### src/inc/qdcp_params.svh
`ifndef QDCP_PARAMS_SVH
`define QDCP_PARAMS_SVH

// serial frame layout
`define QDCP_FRAME_BITS 24
`define QDCP_RW_BIT 23
`define QDCP_REG_MSB 21
`define QDCP_REG_LSB 19
`define QDCP_ADDR_MSB 18
`define QDCP_ADDR_LSB 16
`define QDCP_DATA_MSB 15

// register-select codes
`define QDCP_REG_POWER 3'h2
`define QDCP_REG_CONTROL 3'h3

// control function codes
`define QDCP_FN_NOP 3'h0
`define QDCP_FN_CONFIG 3'h1
`define QDCP_FN_CLEAR 3'h4
`define QDCP_FN_LOAD 3'h5

// configuration data bits
`define QDCP_CFG_TSD_BIT 3
`define QDCP_CFG_CLAMP_BIT 2
`define QDCP_CFG_CLRSEL_BIT 1
`define QDCP_CFG_SDOOFF_BIT 0

// power register data bits
`define QDCP_PWR_OC_MSB 10
`define QDCP_PWR_OC_LSB 7
`define QDCP_PWR_TSD_BIT 5
`define QDCP_PWR_REF_BIT 4
`define QDCP_PWR_PU_MSB 3

// reset values
`define QDCP_CFG_RESET 4'h4
`define QDCP_PU_RESET 4'h0

// channel power-up time the host must allow
`define QDCP_CLK_NS 25
`define QDCP_PWRUP_NS 10000
`define QDCP_PWRUP_CYC ((`QDCP_PWRUP_NS + `QDCP_CLK_NS - 1) / `QDCP_CLK_NS)

`endif

### src/inc/qdcp_pkg.sv
package qdcp_pkg;
  typedef enum logic [2:0] {
    ST_IDLE = 3'h1,
    ST_SHIFT = 3'h2,
    ST_EXEC = 3'h4
  } qdcp_state_e;

  typedef logic [23:0] qdcp_frame_t;
endpackage

### src/core/qdcp_regs.sv
// Functional notes
// - no-operation control function changes no state; host uses it as readback filler.
// - clear function loads every DAC register with clear code, updating outputs.
// - load function moves buffered input values into DAC registers, updating outputs.
// - serial-output-off bit disables serial data driver; enabled after reset.
// - clamp bit set (default): overcurrent channel stays powered, current limited 20 mA.
// - clamp bit clear: overcurrent channel powers itself down.
// - thermal shutdown arm bit enables over-temperature shutdown; disarmed after reset.
// - clear value select 0 gives 0 V; 1 midscale or negative full scale.
// - power register selected when register select field equals 010.
// - per-channel power-up bits: set runs channel, clear powers down; reset down.
// - automatic overcurrent power-down clears that channel's power-up bit.
// - reference power-up bit enables internal reference; powered down after reset.
// - over-temperature event powers down all channels and sets thermal alert flag.
// - per-channel read-only overcurrent flags follow condition; writes ignored.
// - power data: oc flags 10..7, bit 6 zero, thermal 5, ref 4, pu 3..0.
// - control register select 011; function 000 nop, 001 config, 100 clear, 101 load.
// - config data: bit3 thermal arm, bit2 clamp, bit1 clear select, bit0 serial off.
// - in clamp mode overcurrent flag clears once the short is removed.
`timescale 1ns/10ps
`include "qdcp_params.svh"
module qdcp_regs (
  input wire logic i_clk,
  input wire logic i_reset_n,
  input wire logic i_sclk,
  input wire logic i_sync_n,
  input wire logic i_sdin,
  input wire logic [3:0] i_overcurrent,
  input wire logic i_overtemp,
  output logic o_sdo,
  output logic o_sdo_oe,
  output logic [3:0] o_chan_power_en,
  output logic o_ref_power_en,
  output logic o_clamp_mode,
  output logic o_thermal_arm,
  output logic o_clear_value_select,
  output logic o_clear_pulse,
  output logic o_load_pulse,
  output logic o_frame_valid,
  output logic [23:0] o_frame_word
);
  localparam logic [4:0] FRAME_LEN = 5'(`QDCP_FRAME_BITS);

  logic [7:0] sync_bus;
  logic sclk_s;
  logic sync_n_s;
  logic sdin_s;
  logic [3:0] oc_sync;
  logic ot_sync;

  // all serial pins and analog fault lines enter through two flops; reset clears both flops to 0
  qdcp_sync #(.W(8)) u_sync (
    .i_clk(i_clk),
    .i_reset_n(i_reset_n),
    .i_async({i_sclk, i_sync_n, i_sdin, i_overcurrent, i_overtemp}),
    .o_sync(sync_bus)
  );

  assign {sclk_s, sync_n_s, sdin_s, oc_sync, ot_sync} = sync_bus;

  // frame engine state
  qdcp_pkg::qdcp_state_e state_reg;
  qdcp_pkg::qdcp_state_e state_next;
  logic sclk_d_reg;
  logic sync_d_reg;
  logic [4:0] cnt_reg;
  logic [4:0] cnt_next;
  qdcp_pkg::qdcp_frame_t shin_reg;
  qdcp_pkg::qdcp_frame_t shin_next;
  qdcp_pkg::qdcp_frame_t sdo_reg;
  qdcp_pkg::qdcp_frame_t sdo_next;
  qdcp_pkg::qdcp_frame_t rdbk_reg;
  qdcp_pkg::qdcp_frame_t rdbk_next;
  logic sdo_oe_next;

  // register state
  logic [3:0] cfg_reg;
  logic [3:0] cfg_next;
  logic [3:0] pu_reg;
  logic [3:0] pu_next;
  logic ref_reg;
  logic ref_next;
  logic tsd_flag_reg;
  logic tsd_flag_next;
  logic [3:0] oc_flag_reg;
  logic [3:0] oc_flag_next;
  logic clr_next;
  logic load_next;
  logic fv_next;
  logic [23:0] fw_next;

  logic sclk_fall;
  logic sync_fall;
  logic sync_rise;
  logic exec;
  logic ex_wr;
  logic [2:0] ex_reg;
  logic [2:0] ex_fn;
  logic [15:0] ex_data;
  logic ot_event;
  logic [3:0] oc_trip;

  function automatic logic [15:0] power_word(input logic [3:0] oc, input logic thermal_alert_flag,
                                             input logic refp, input logic [3:0] pu);
    power_word = {5'h00, oc, 1'b0, thermal_alert_flag, refp, pu};
  endfunction

  assign sclk_fall = sclk_d_reg & ~sclk_s;
  assign sync_fall = sync_d_reg & ~sync_n_s;
  assign sync_rise = ~sync_d_reg & sync_n_s;
  assign exec = (state_reg == qdcp_pkg::ST_EXEC);
  assign ex_wr = ~shin_reg[`QDCP_RW_BIT];
  assign ex_reg = shin_reg[`QDCP_REG_MSB:`QDCP_REG_LSB];
  assign ex_fn = shin_reg[`QDCP_ADDR_MSB:`QDCP_ADDR_LSB];
  assign ex_data = shin_reg[`QDCP_DATA_MSB:0];
  // shutdown only acts while armed
  assign ot_event = ot_sync & cfg_reg[`QDCP_CFG_TSD_BIT];
  // trip only without clamp; clamped channels keep running at the limit
  assign oc_trip = oc_sync & {4{~cfg_reg[`QDCP_CFG_CLAMP_BIT]}};

  // frame engine: data sampled on falling sclk, readback shifted on the same edge
  always_comb begin
    state_next = state_reg;
    cnt_next = cnt_reg;
    shin_next = shin_reg;
    sdo_next = sdo_reg;
    unique case (state_reg)
      qdcp_pkg::ST_IDLE: begin
        if (sync_fall) begin
          state_next = qdcp_pkg::ST_SHIFT;
          cnt_next = 5'h00;
          sdo_next = rdbk_reg;
        end
      end
      qdcp_pkg::ST_SHIFT: begin
        if (sync_rise) begin
          // a short or long frame is dropped whole
          state_next = (cnt_reg == FRAME_LEN) ? qdcp_pkg::ST_EXEC : qdcp_pkg::ST_IDLE;
        end else if (sclk_fall) begin
          shin_next = {shin_reg[22:0], sdin_s};
          sdo_next = {sdo_reg[22:0], 1'b0};
          if (cnt_reg != 5'h1f) begin
            cnt_next = cnt_reg + 5'h01;
          end
        end
      end
      qdcp_pkg::ST_EXEC: begin
        state_next = qdcp_pkg::ST_IDLE;
      end
    endcase
    sdo_oe_next = (state_next == qdcp_pkg::ST_SHIFT) && !cfg_reg[`QDCP_CFG_SDOOFF_BIT];
  end

  // register file and fault handling
  always_comb begin
    cfg_next = cfg_reg;
    pu_next = pu_reg;
    ref_next = ref_reg;
    rdbk_next = rdbk_reg;
    clr_next = 1'b0;
    load_next = 1'b0;
    fv_next = 1'b0;
    fw_next = o_frame_word;
    // flags track the live condition, so a removed short clears its flag
    oc_flag_next = oc_sync;
    tsd_flag_next = tsd_flag_reg;
    if (exec) begin
      rdbk_next = '0;
      if (ex_wr && ex_reg == `QDCP_REG_POWER) begin
        pu_next = ex_data[`QDCP_PWR_PU_MSB:0];
        ref_next = ex_data[`QDCP_PWR_REF_BIT];
      end else if (ex_wr && ex_reg == `QDCP_REG_CONTROL) begin
        unique case (ex_fn)
          `QDCP_FN_CONFIG: cfg_next = ex_data[3:0];
          `QDCP_FN_CLEAR: clr_next = 1'b1;
          `QDCP_FN_LOAD: load_next = 1'b1;
          default: cfg_next = cfg_reg;
        endcase
      end else if (ex_wr) begin
        // dac data and range frames are handed on untouched
        fv_next = 1'b1;
        fw_next = shin_reg;
      end else if (ex_reg == `QDCP_REG_POWER) begin
        rdbk_next = {shin_reg[23:16],
                     power_word(oc_flag_reg, tsd_flag_reg, ref_reg, pu_reg)};
        // alert is cleared by reading it, unless still hot while thermal shutdown is armed
        tsd_flag_next = 1'b0;
      end else if (ex_reg == `QDCP_REG_CONTROL && ex_fn == `QDCP_FN_CONFIG) begin
        rdbk_next = {shin_reg[23:16], 12'h000, cfg_reg};
      end else begin
        fv_next = 1'b1;
        fw_next = shin_reg;
      end
    end
    // faults override a host write in the same cycle
    pu_next = pu_next & ~oc_trip;
    if (ot_event) begin
      pu_next = 4'h0;
      tsd_flag_next = 1'b1;
    end
  end

  always_ff @(posedge i_clk) begin
    if (!i_reset_n) begin
      state_reg <= qdcp_pkg::ST_IDLE;
      sclk_d_reg <= 1'b0;
      sync_d_reg <= 1'b0; // follows the synchroniser's reset level: no false frame at release
      cnt_reg <= 5'h00;
      shin_reg <= '0;
      sdo_reg <= '0;
      rdbk_reg <= '0;
      o_sdo_oe <= 1'b0;
      cfg_reg <= `QDCP_CFG_RESET;
      pu_reg <= `QDCP_PU_RESET;
      ref_reg <= 1'b0;
      tsd_flag_reg <= 1'b0;
      oc_flag_reg <= 4'h0;
      o_clear_pulse <= 1'b0;
      o_load_pulse <= 1'b0;
      o_frame_valid <= 1'b0;
      o_frame_word <= '0;
    end else begin
      state_reg <= state_next;
      sclk_d_reg <= sclk_s;
      sync_d_reg <= sync_n_s;
      cnt_reg <= cnt_next;
      shin_reg <= shin_next;
      sdo_reg <= sdo_next;
      rdbk_reg <= rdbk_next;
      o_sdo_oe <= sdo_oe_next;
      cfg_reg <= cfg_next;
      pu_reg <= pu_next;
      ref_reg <= ref_next;
      tsd_flag_reg <= tsd_flag_next;
      oc_flag_reg <= oc_flag_next;
      o_clear_pulse <= clr_next;
      o_load_pulse <= load_next;
      o_frame_valid <= fv_next;
      o_frame_word <= fw_next;
    end
  end

  // outputs are the register bits themselves
  assign o_sdo = sdo_reg[23];
  assign o_chan_power_en = pu_reg;
  assign o_ref_power_en = ref_reg;
  assign o_clamp_mode = cfg_reg[`QDCP_CFG_CLAMP_BIT];
  assign o_thermal_arm = cfg_reg[`QDCP_CFG_TSD_BIT];
  assign o_clear_value_select = cfg_reg[`QDCP_CFG_CLRSEL_BIT];

  logic ex_nop;
  logic ex_pwr_wr;
  assign ex_nop = exec && ex_wr && ex_reg == `QDCP_REG_CONTROL && ex_fn == `QDCP_FN_NOP;
  assign ex_pwr_wr = exec && ex_wr && ex_reg == `QDCP_REG_POWER;
endmodule

### src/core/qdcp_sync.sv
`timescale 1ns/10ps
// two-flop synchroniser bank; stage one feeds stage two only
module qdcp_sync #(
  parameter int W = 8
) (
  input wire logic i_clk,
  input wire logic i_reset_n,
  input wire logic [W-1:0] i_async,
  output logic [W-1:0] o_sync
);
  logic [W-1:0] meta_reg;
  logic [W-1:0] meta_next;
  logic [W-1:0] sync_next;

  always_comb begin
    meta_next = i_async;
    sync_next = meta_reg;
  end

  always_ff @(posedge i_clk) begin
    if (!i_reset_n) begin
      meta_reg <= '0;
      o_sync <= '0;
    end else begin
      meta_reg <= meta_next;
      o_sync <= sync_next;
    end
  end
endmodule

### config.mk
export PLATFORM = sky130hd
export DESIGN_NAME = qdcp_regs
export DESIGN_NICKNAME = d
export VERILOG_FILES = /design/src/inc/qdcp_pkg.sv /design/src/core/qdcp_regs.sv /design/src/core/qdcp_sync.sv
export VERILOG_INCLUDE_DIRS = /design/src /design/src/inc
export SDC_FILE = /design/constraint.sdc
export NUM_CORES = 1
export LEC_CHECK = 0
export ABC_AREA = 1
export BUFFER_PORTS_ARGS = -buffer_cell sky130_fd_sc_hd__buf_2
export CORE_MARGIN = 5
export CORE_UTILIZATION = 63
export DETAILED_ROUTE_END_ITERATION = 16
export GPL_TIMING_DRIVEN = 0
export HOLD_SLACK_MARGIN = 0.15
export PLACE_DENSITY = 0.84
export SETUP_SLACK_MARGIN = 0.2
export SLEW_MARGIN = 20
export SYNTH_ARGS = -nofsm -noshare
export SYNTH_HDL_FRONTEND = slang
export SYNTH_SLANG_ARGS = --single-unit
### constraint.sdc
create_clock -name i_clk -period 3.3 [get_ports i_clk]
set_input_delay 0.66 -clock i_clk [delete_from_list [all_inputs] [get_ports i_clk]]
set_output_delay 0.66 -clock i_clk [all_outputs]
set_load 0.005 [all_outputs]
=== After elaboration in Yosys (flattened, before gate mapping) ===
Cells that the tools add are included.

* Input bits: 10
* Register bits after elaboration: 140
* Logic and storage cells: 109
* Output and inout port bits: 37

* Bitwise logic cells: 17
* Mux-type cells: 34
* $add $sub $neg: 1
* Eq/ne operators: 19
* Reductions and logical operators: 19

{| class="wikitable"
|+ Operators with widths
! kind !! number
|-
| $mux 24 || 11
|-
| $pmux 24 s2 || 1
|-
| $mux 5 || 4
|-
| $ne 2x2->1 const B || 8
|-
| $reduce_and 5->1 || 3
|-
| $eq 3x2->1 const B || 4
|-
| $mux 1 || 11
|-
| $not 1->1 || 10
|-
| $pmux 5 s2 || 1
|-
| $eq 3x3->1 const B || 3
|-
| $mux 3 || 3
|-
| $pmux 3 s3 || 1
|-
| $and 4x4->4 || 2
|-
| $mux 4 || 2
|-
| $reduce_and 4->1 || 2
|-
| $reduce_bool 2->1 || 4
|-
| $reduce_or 4->1 || 2
|-
| $eq 3x1->1 const B || 2
|-
| $add 5x1->5 const B || 1
|-
| $eq 5x5->1 const B || 1
|-
| $ne 5x5->1 const B || 1
|-
| $and 1x1->1 || 4
|-
| $logic_and 1x1->1 || 4
|-
| $not 4->4 || 1
|-
| 4 further kinds || 4
|}

=== Depth between registers and ports, before layout ===
* Depth after elaboration: 7
* Mapped depth: 11
* Mapped depth without buffers: 11

=== Modules after synthesis ===
Synthesis repeated with hierarchy kept, for this count alone.

* Cell total of the unflattened synthesis: 704
* Area total of the unflattened synthesis: 5,221.3 um^2

{| class="wikitable"
|+ Modules (own cells, without submodules)
! module !! cells an instance !! sequential area each (um^2) !! instances !! area each (um^2)
|-
| qdcp_regs || 654 || 2,362.3 || 1 || 4,737.0
|-
| qdcp_sync || 50 || 320.3 || 1 || 484.2
|}

=== Worst setup path after synthesis ===
No wires, ideal clock.

* Path type: register -> register
* Start point: register cnt_reg[0]
* End point: register cnt_reg[3]
* Stages on the path, launching flop included: 9
* Buffers on the path: 0
* Data arrival time: 1.417 ns
* Library setup time: 0.132 ns
* Period minus slack after synthesis: 1.549 ns
* Path slack: 1.751 ns
* Path through: dfxtp_1 > ha_1 > nand2_1 > nor2_1 > ha_1 > o21ai_0 > nand3_1 > nand2_1 > a21oi_1

* Word-level cells in the longest chain between the ends: 5
* Elaborated cells between the ends (all ways): 8
* Classes of those cells: add/sub (1); eq/ne (2); mux (4); reduce/logical (1)

{| class="wikitable"
|+ Ends and longest elaborated chain
! item !! RTL line !! text
|-
| start: declaration || qdcp_regs.sv:66 || <nowiki>logic [4:0] cnt_reg;</nowiki>
|-
| start signal: assignment || qdcp_regs.sv:226 || <nowiki>cnt_reg <= cnt_next;</nowiki>
|-
| $add 5x1->5 || qdcp_regs.sv:143 || <nowiki>cnt_next = cnt_reg + 5'h01;</nowiki>
|-
| $mux 5 || qdcp_regs.sv:142 || <nowiki>if (cnt_reg != 5'h1f) begin</nowiki>
|-
| $mux 5 || qdcp_regs.sv:139 || <nowiki>end else if (sclk_fall) begin</nowiki>
|-
| $mux 5 || qdcp_regs.sv:136 || <nowiki>if (sync_rise) begin</nowiki>
|-
| $pmux 5 s2 || qdcp_regs.sv:127 || <nowiki>unique case (state_reg)</nowiki>
|}

Several ways; a longest one is shown, not always the timed one. The select of a mux whose other input is x is not followed.
A chain may end at the register's enable or synchronous reset.

=== Final worst setup path ===
Ends and elaborated chain as after synthesis.

==> results.py <==
metrics = {
    "worst_setup_path": {
        "crit_fanout": 5,
        "max_stage_delay_ns": 0.42,
        "start_kind": "flop",
        "critPathArrivalTime_ns": 2.27,
        "crit_chain": "ha_1 -> nand2_1 -> nor2_1 -> ha_1 -> o21ai_0 -> nand3_1 -> nand2_1 -> a21oi_1",
        "end_kind": "flop",
        "cp_slowest_cell": "o21ai_0",
        "r2r_setup_slack_ns": 1.41,
        "critical_path_class": "flop to flop",
        "cp_data_required_time_ns": 3.69,
    },
    "floorplan": {
        "die_x_um": 101,
        "rows": 33,
        "initial_core_util": 0.638,
        "dieArea_mm2": 0.0101,
        "core_mm2": 0.00813,
        "io_pins": 47,
        "die_height_um": 101,
    },
    "sta": {
        "max_freq_mhz": 530,
        "skew_ns": 0.00761,
        "relSlewSlack": 0.573,
        "tns_ns": 0,
        "finalHoldViolations": 0,
        "fin_crit_sh": 0.571,
        "min_period_ns": 1.89,
        "rsz0062_at_grt": "no",
        "max_slew.worst_pin.slew_ns": 0.641,
        "setup_viol": 0,
        "drv_slew": 0,
    },
    "routing": {
        "wl_mm": 12.8,
        "vias_per_cell": 5.50,
        "wl_per_cell_um": 14.4,
        "num_vias": 4882,
        "ant_nets": 0,
        "firstDrtPassIters": 8,
        "drc_errors": 0,
        "drtIter0Drc": 492,
    },
    "global_route": {
        "overflow": 0,
        "first_global_vias": 4736,
        "track_usage": 0.264,
        "antenna_found_initial": 0,
        "grt_pass1_wl_mm": 21.3,
        "grt_max_degree": 17,
    },
    "finish": {
        "area_growth_pct": 18.7,
        "layout.nets": 784,
        "drive_gt1_frac": 0.135,
        "diodes": 0,
    },
    "hold_path": {
        "hold_class": "primary input to flop",
    },
    "yosys": {
        "yosys.area.top_type": "dfxtp_1",
        "synth_top_area_frac": 0.517,
        "synth_most_common_cell": "nand2_1",
        "syn_inst": 706,
        "syn_area_per_cell_um2": 7.35,
        "synth.distinct_cells": 31,
        "ys_top_cells_by_count": "nand2_1, dfxtp_1, nor2_1, inv_1, o21ai_0",
        "ys_ff_latch": 134,
        "seq_area_frac_synth": 0.517,
        "syn_nets": 719,
        "netlist_area_mm2": 0.00519,
        "synthTopCellsByArea": "dfxtp_1, nand2_1, nor2_1",
        "synth-edff-count": 0,
        "async_reset_ff_frac": 0,
        "yosys_warnings": 0,
        "synth_ff_type": "dfxtp_1",
    },
    "place": {
        "post-dp-hpwl_mm": 8.31,
        "port_buffers": 46,
        "gp_congestion": 0.890,
    },
    "cts": {
        "cts-resized-gates": 0,
        "clockBufferDepth": 2,
        "cts_tree": "built",
        "htreeDepth": 4,
        "cts_root_buffer": "clkbuf_8",
        "ctsHoldBuffers": 0,
        "clkTransAtPathRegs_ns": 0.06,
        "post_cts_buffers": 0,
        "clk_latency_ns": 0.53,
        "clock-sinks": 134,
        "cts_inserted_buffers": 17,
    },
    "run": {
        "maxCapViolations": 0,
    },
    "power_and_ir_drop": {
        "irDropWorstVdd_v": 0.000448,
        "powerDensity_mw_per_mm2": 612,
        "p_leak_nw": 2.96,
        "p_total_mw": 3.77,
    },
    "outcome": {
        "outcome": "completed",
    },
}
## cells by family (layout without fill, tap and decap cells)
kind of cell	count (synthesis)	count (layout)	share of synthesized area
compound gates	110	110	0.111
xor+xnor	2	2	0.00338
fa+ha+maj	3	3	0.00724
flops	134	134	0.517
simple gates	357	357	0.283
buf+inv	100	177	0.0774
## metal layers
layer / vias up / part of all wire / track usage / wire [um]
met5: - / 0 / 0 / 0
met4: 0 / 0.033 / 0.138 / 426
met3: 59 / 0.075 / 0.0609 / 965
met1: 2219 / 0.42 / 0.327 / 5380
li1: 2339 / - / - / -
met2: 265 / 0.47 / 0.429 / 6040
## cells in the final DEF, fill, tap and decap left out, drive strengths merged
cell type and instances:
nand2 181, dfxtp 134, nor2 134, buf 67, inv 66, o21ai 60
a21oi 42, clkbuf 32, nand3 25, nand3b 11, clkinv 7, o211ai 5
bufinv 4, nand4 3, ha 3, nor3 3, a31oi 2, xor2 1
xnor2 1, o22a 1, clkinvlp 1
## layout make-up
cell class | count | area [um2]
Tap cell | 105 | 131
Buffer | 34 | 154
Timing Repair Buffer | 46 | 230
Multi-Input combinational cell | 472 | 2100
Fill cell | 563 | 1980
Sequential cell | 134 | 2680
Inverter | 66 | 248
Clock inverter | 12 | 178
Clock buffer | 19 | 432
## worst max-delay path: cells and delay by family (launching register included)
family | cells | cell delay [ns]
fa+ha+maj | 2 | 0.42
compound gates | 2 | 0.49
flops | 1 | 0.33
simple gates | 4 | 0.49
## report_power, final
| part | internal, mW | switching, mW |
|---|---|---|
| Combinational | 0.0395 | 0.0908 |
| Clock | 1.24 | 0.720 |
| Sequential | 1.66 | 0.0179 |
## per-stage QoR
stage,cells,worst slack [ns],utilization,area (um2),hold slack [ns]
after floorplan,706,1.75,-,5190,0.390
after global placement,857,1.31,0.682,5550,0.393
after detailed placement,857,1.24,0.682,5550,0.398
after CTS,888,1.44,0.757,6160,0.307
after global routing,888,1.24,0.757,6160,0.314
final,888,1.41,0.757,6160,0.304
## final timing paths
kind | endpoint | startpoint | depth (start not counted)
setup / recovery | cnt_reg[3] | cnt_reg[0] | 8
hold / removal | u_sync.meta_reg[0] | i_overtemp | 3
setup reg to reg | cnt_reg[3] | cnt_reg[0] | 8
hold reg to reg | u_sync.o_sync[4] | u_sync.meta_reg[4] | 2
Power figures use the tool's default switching activity.
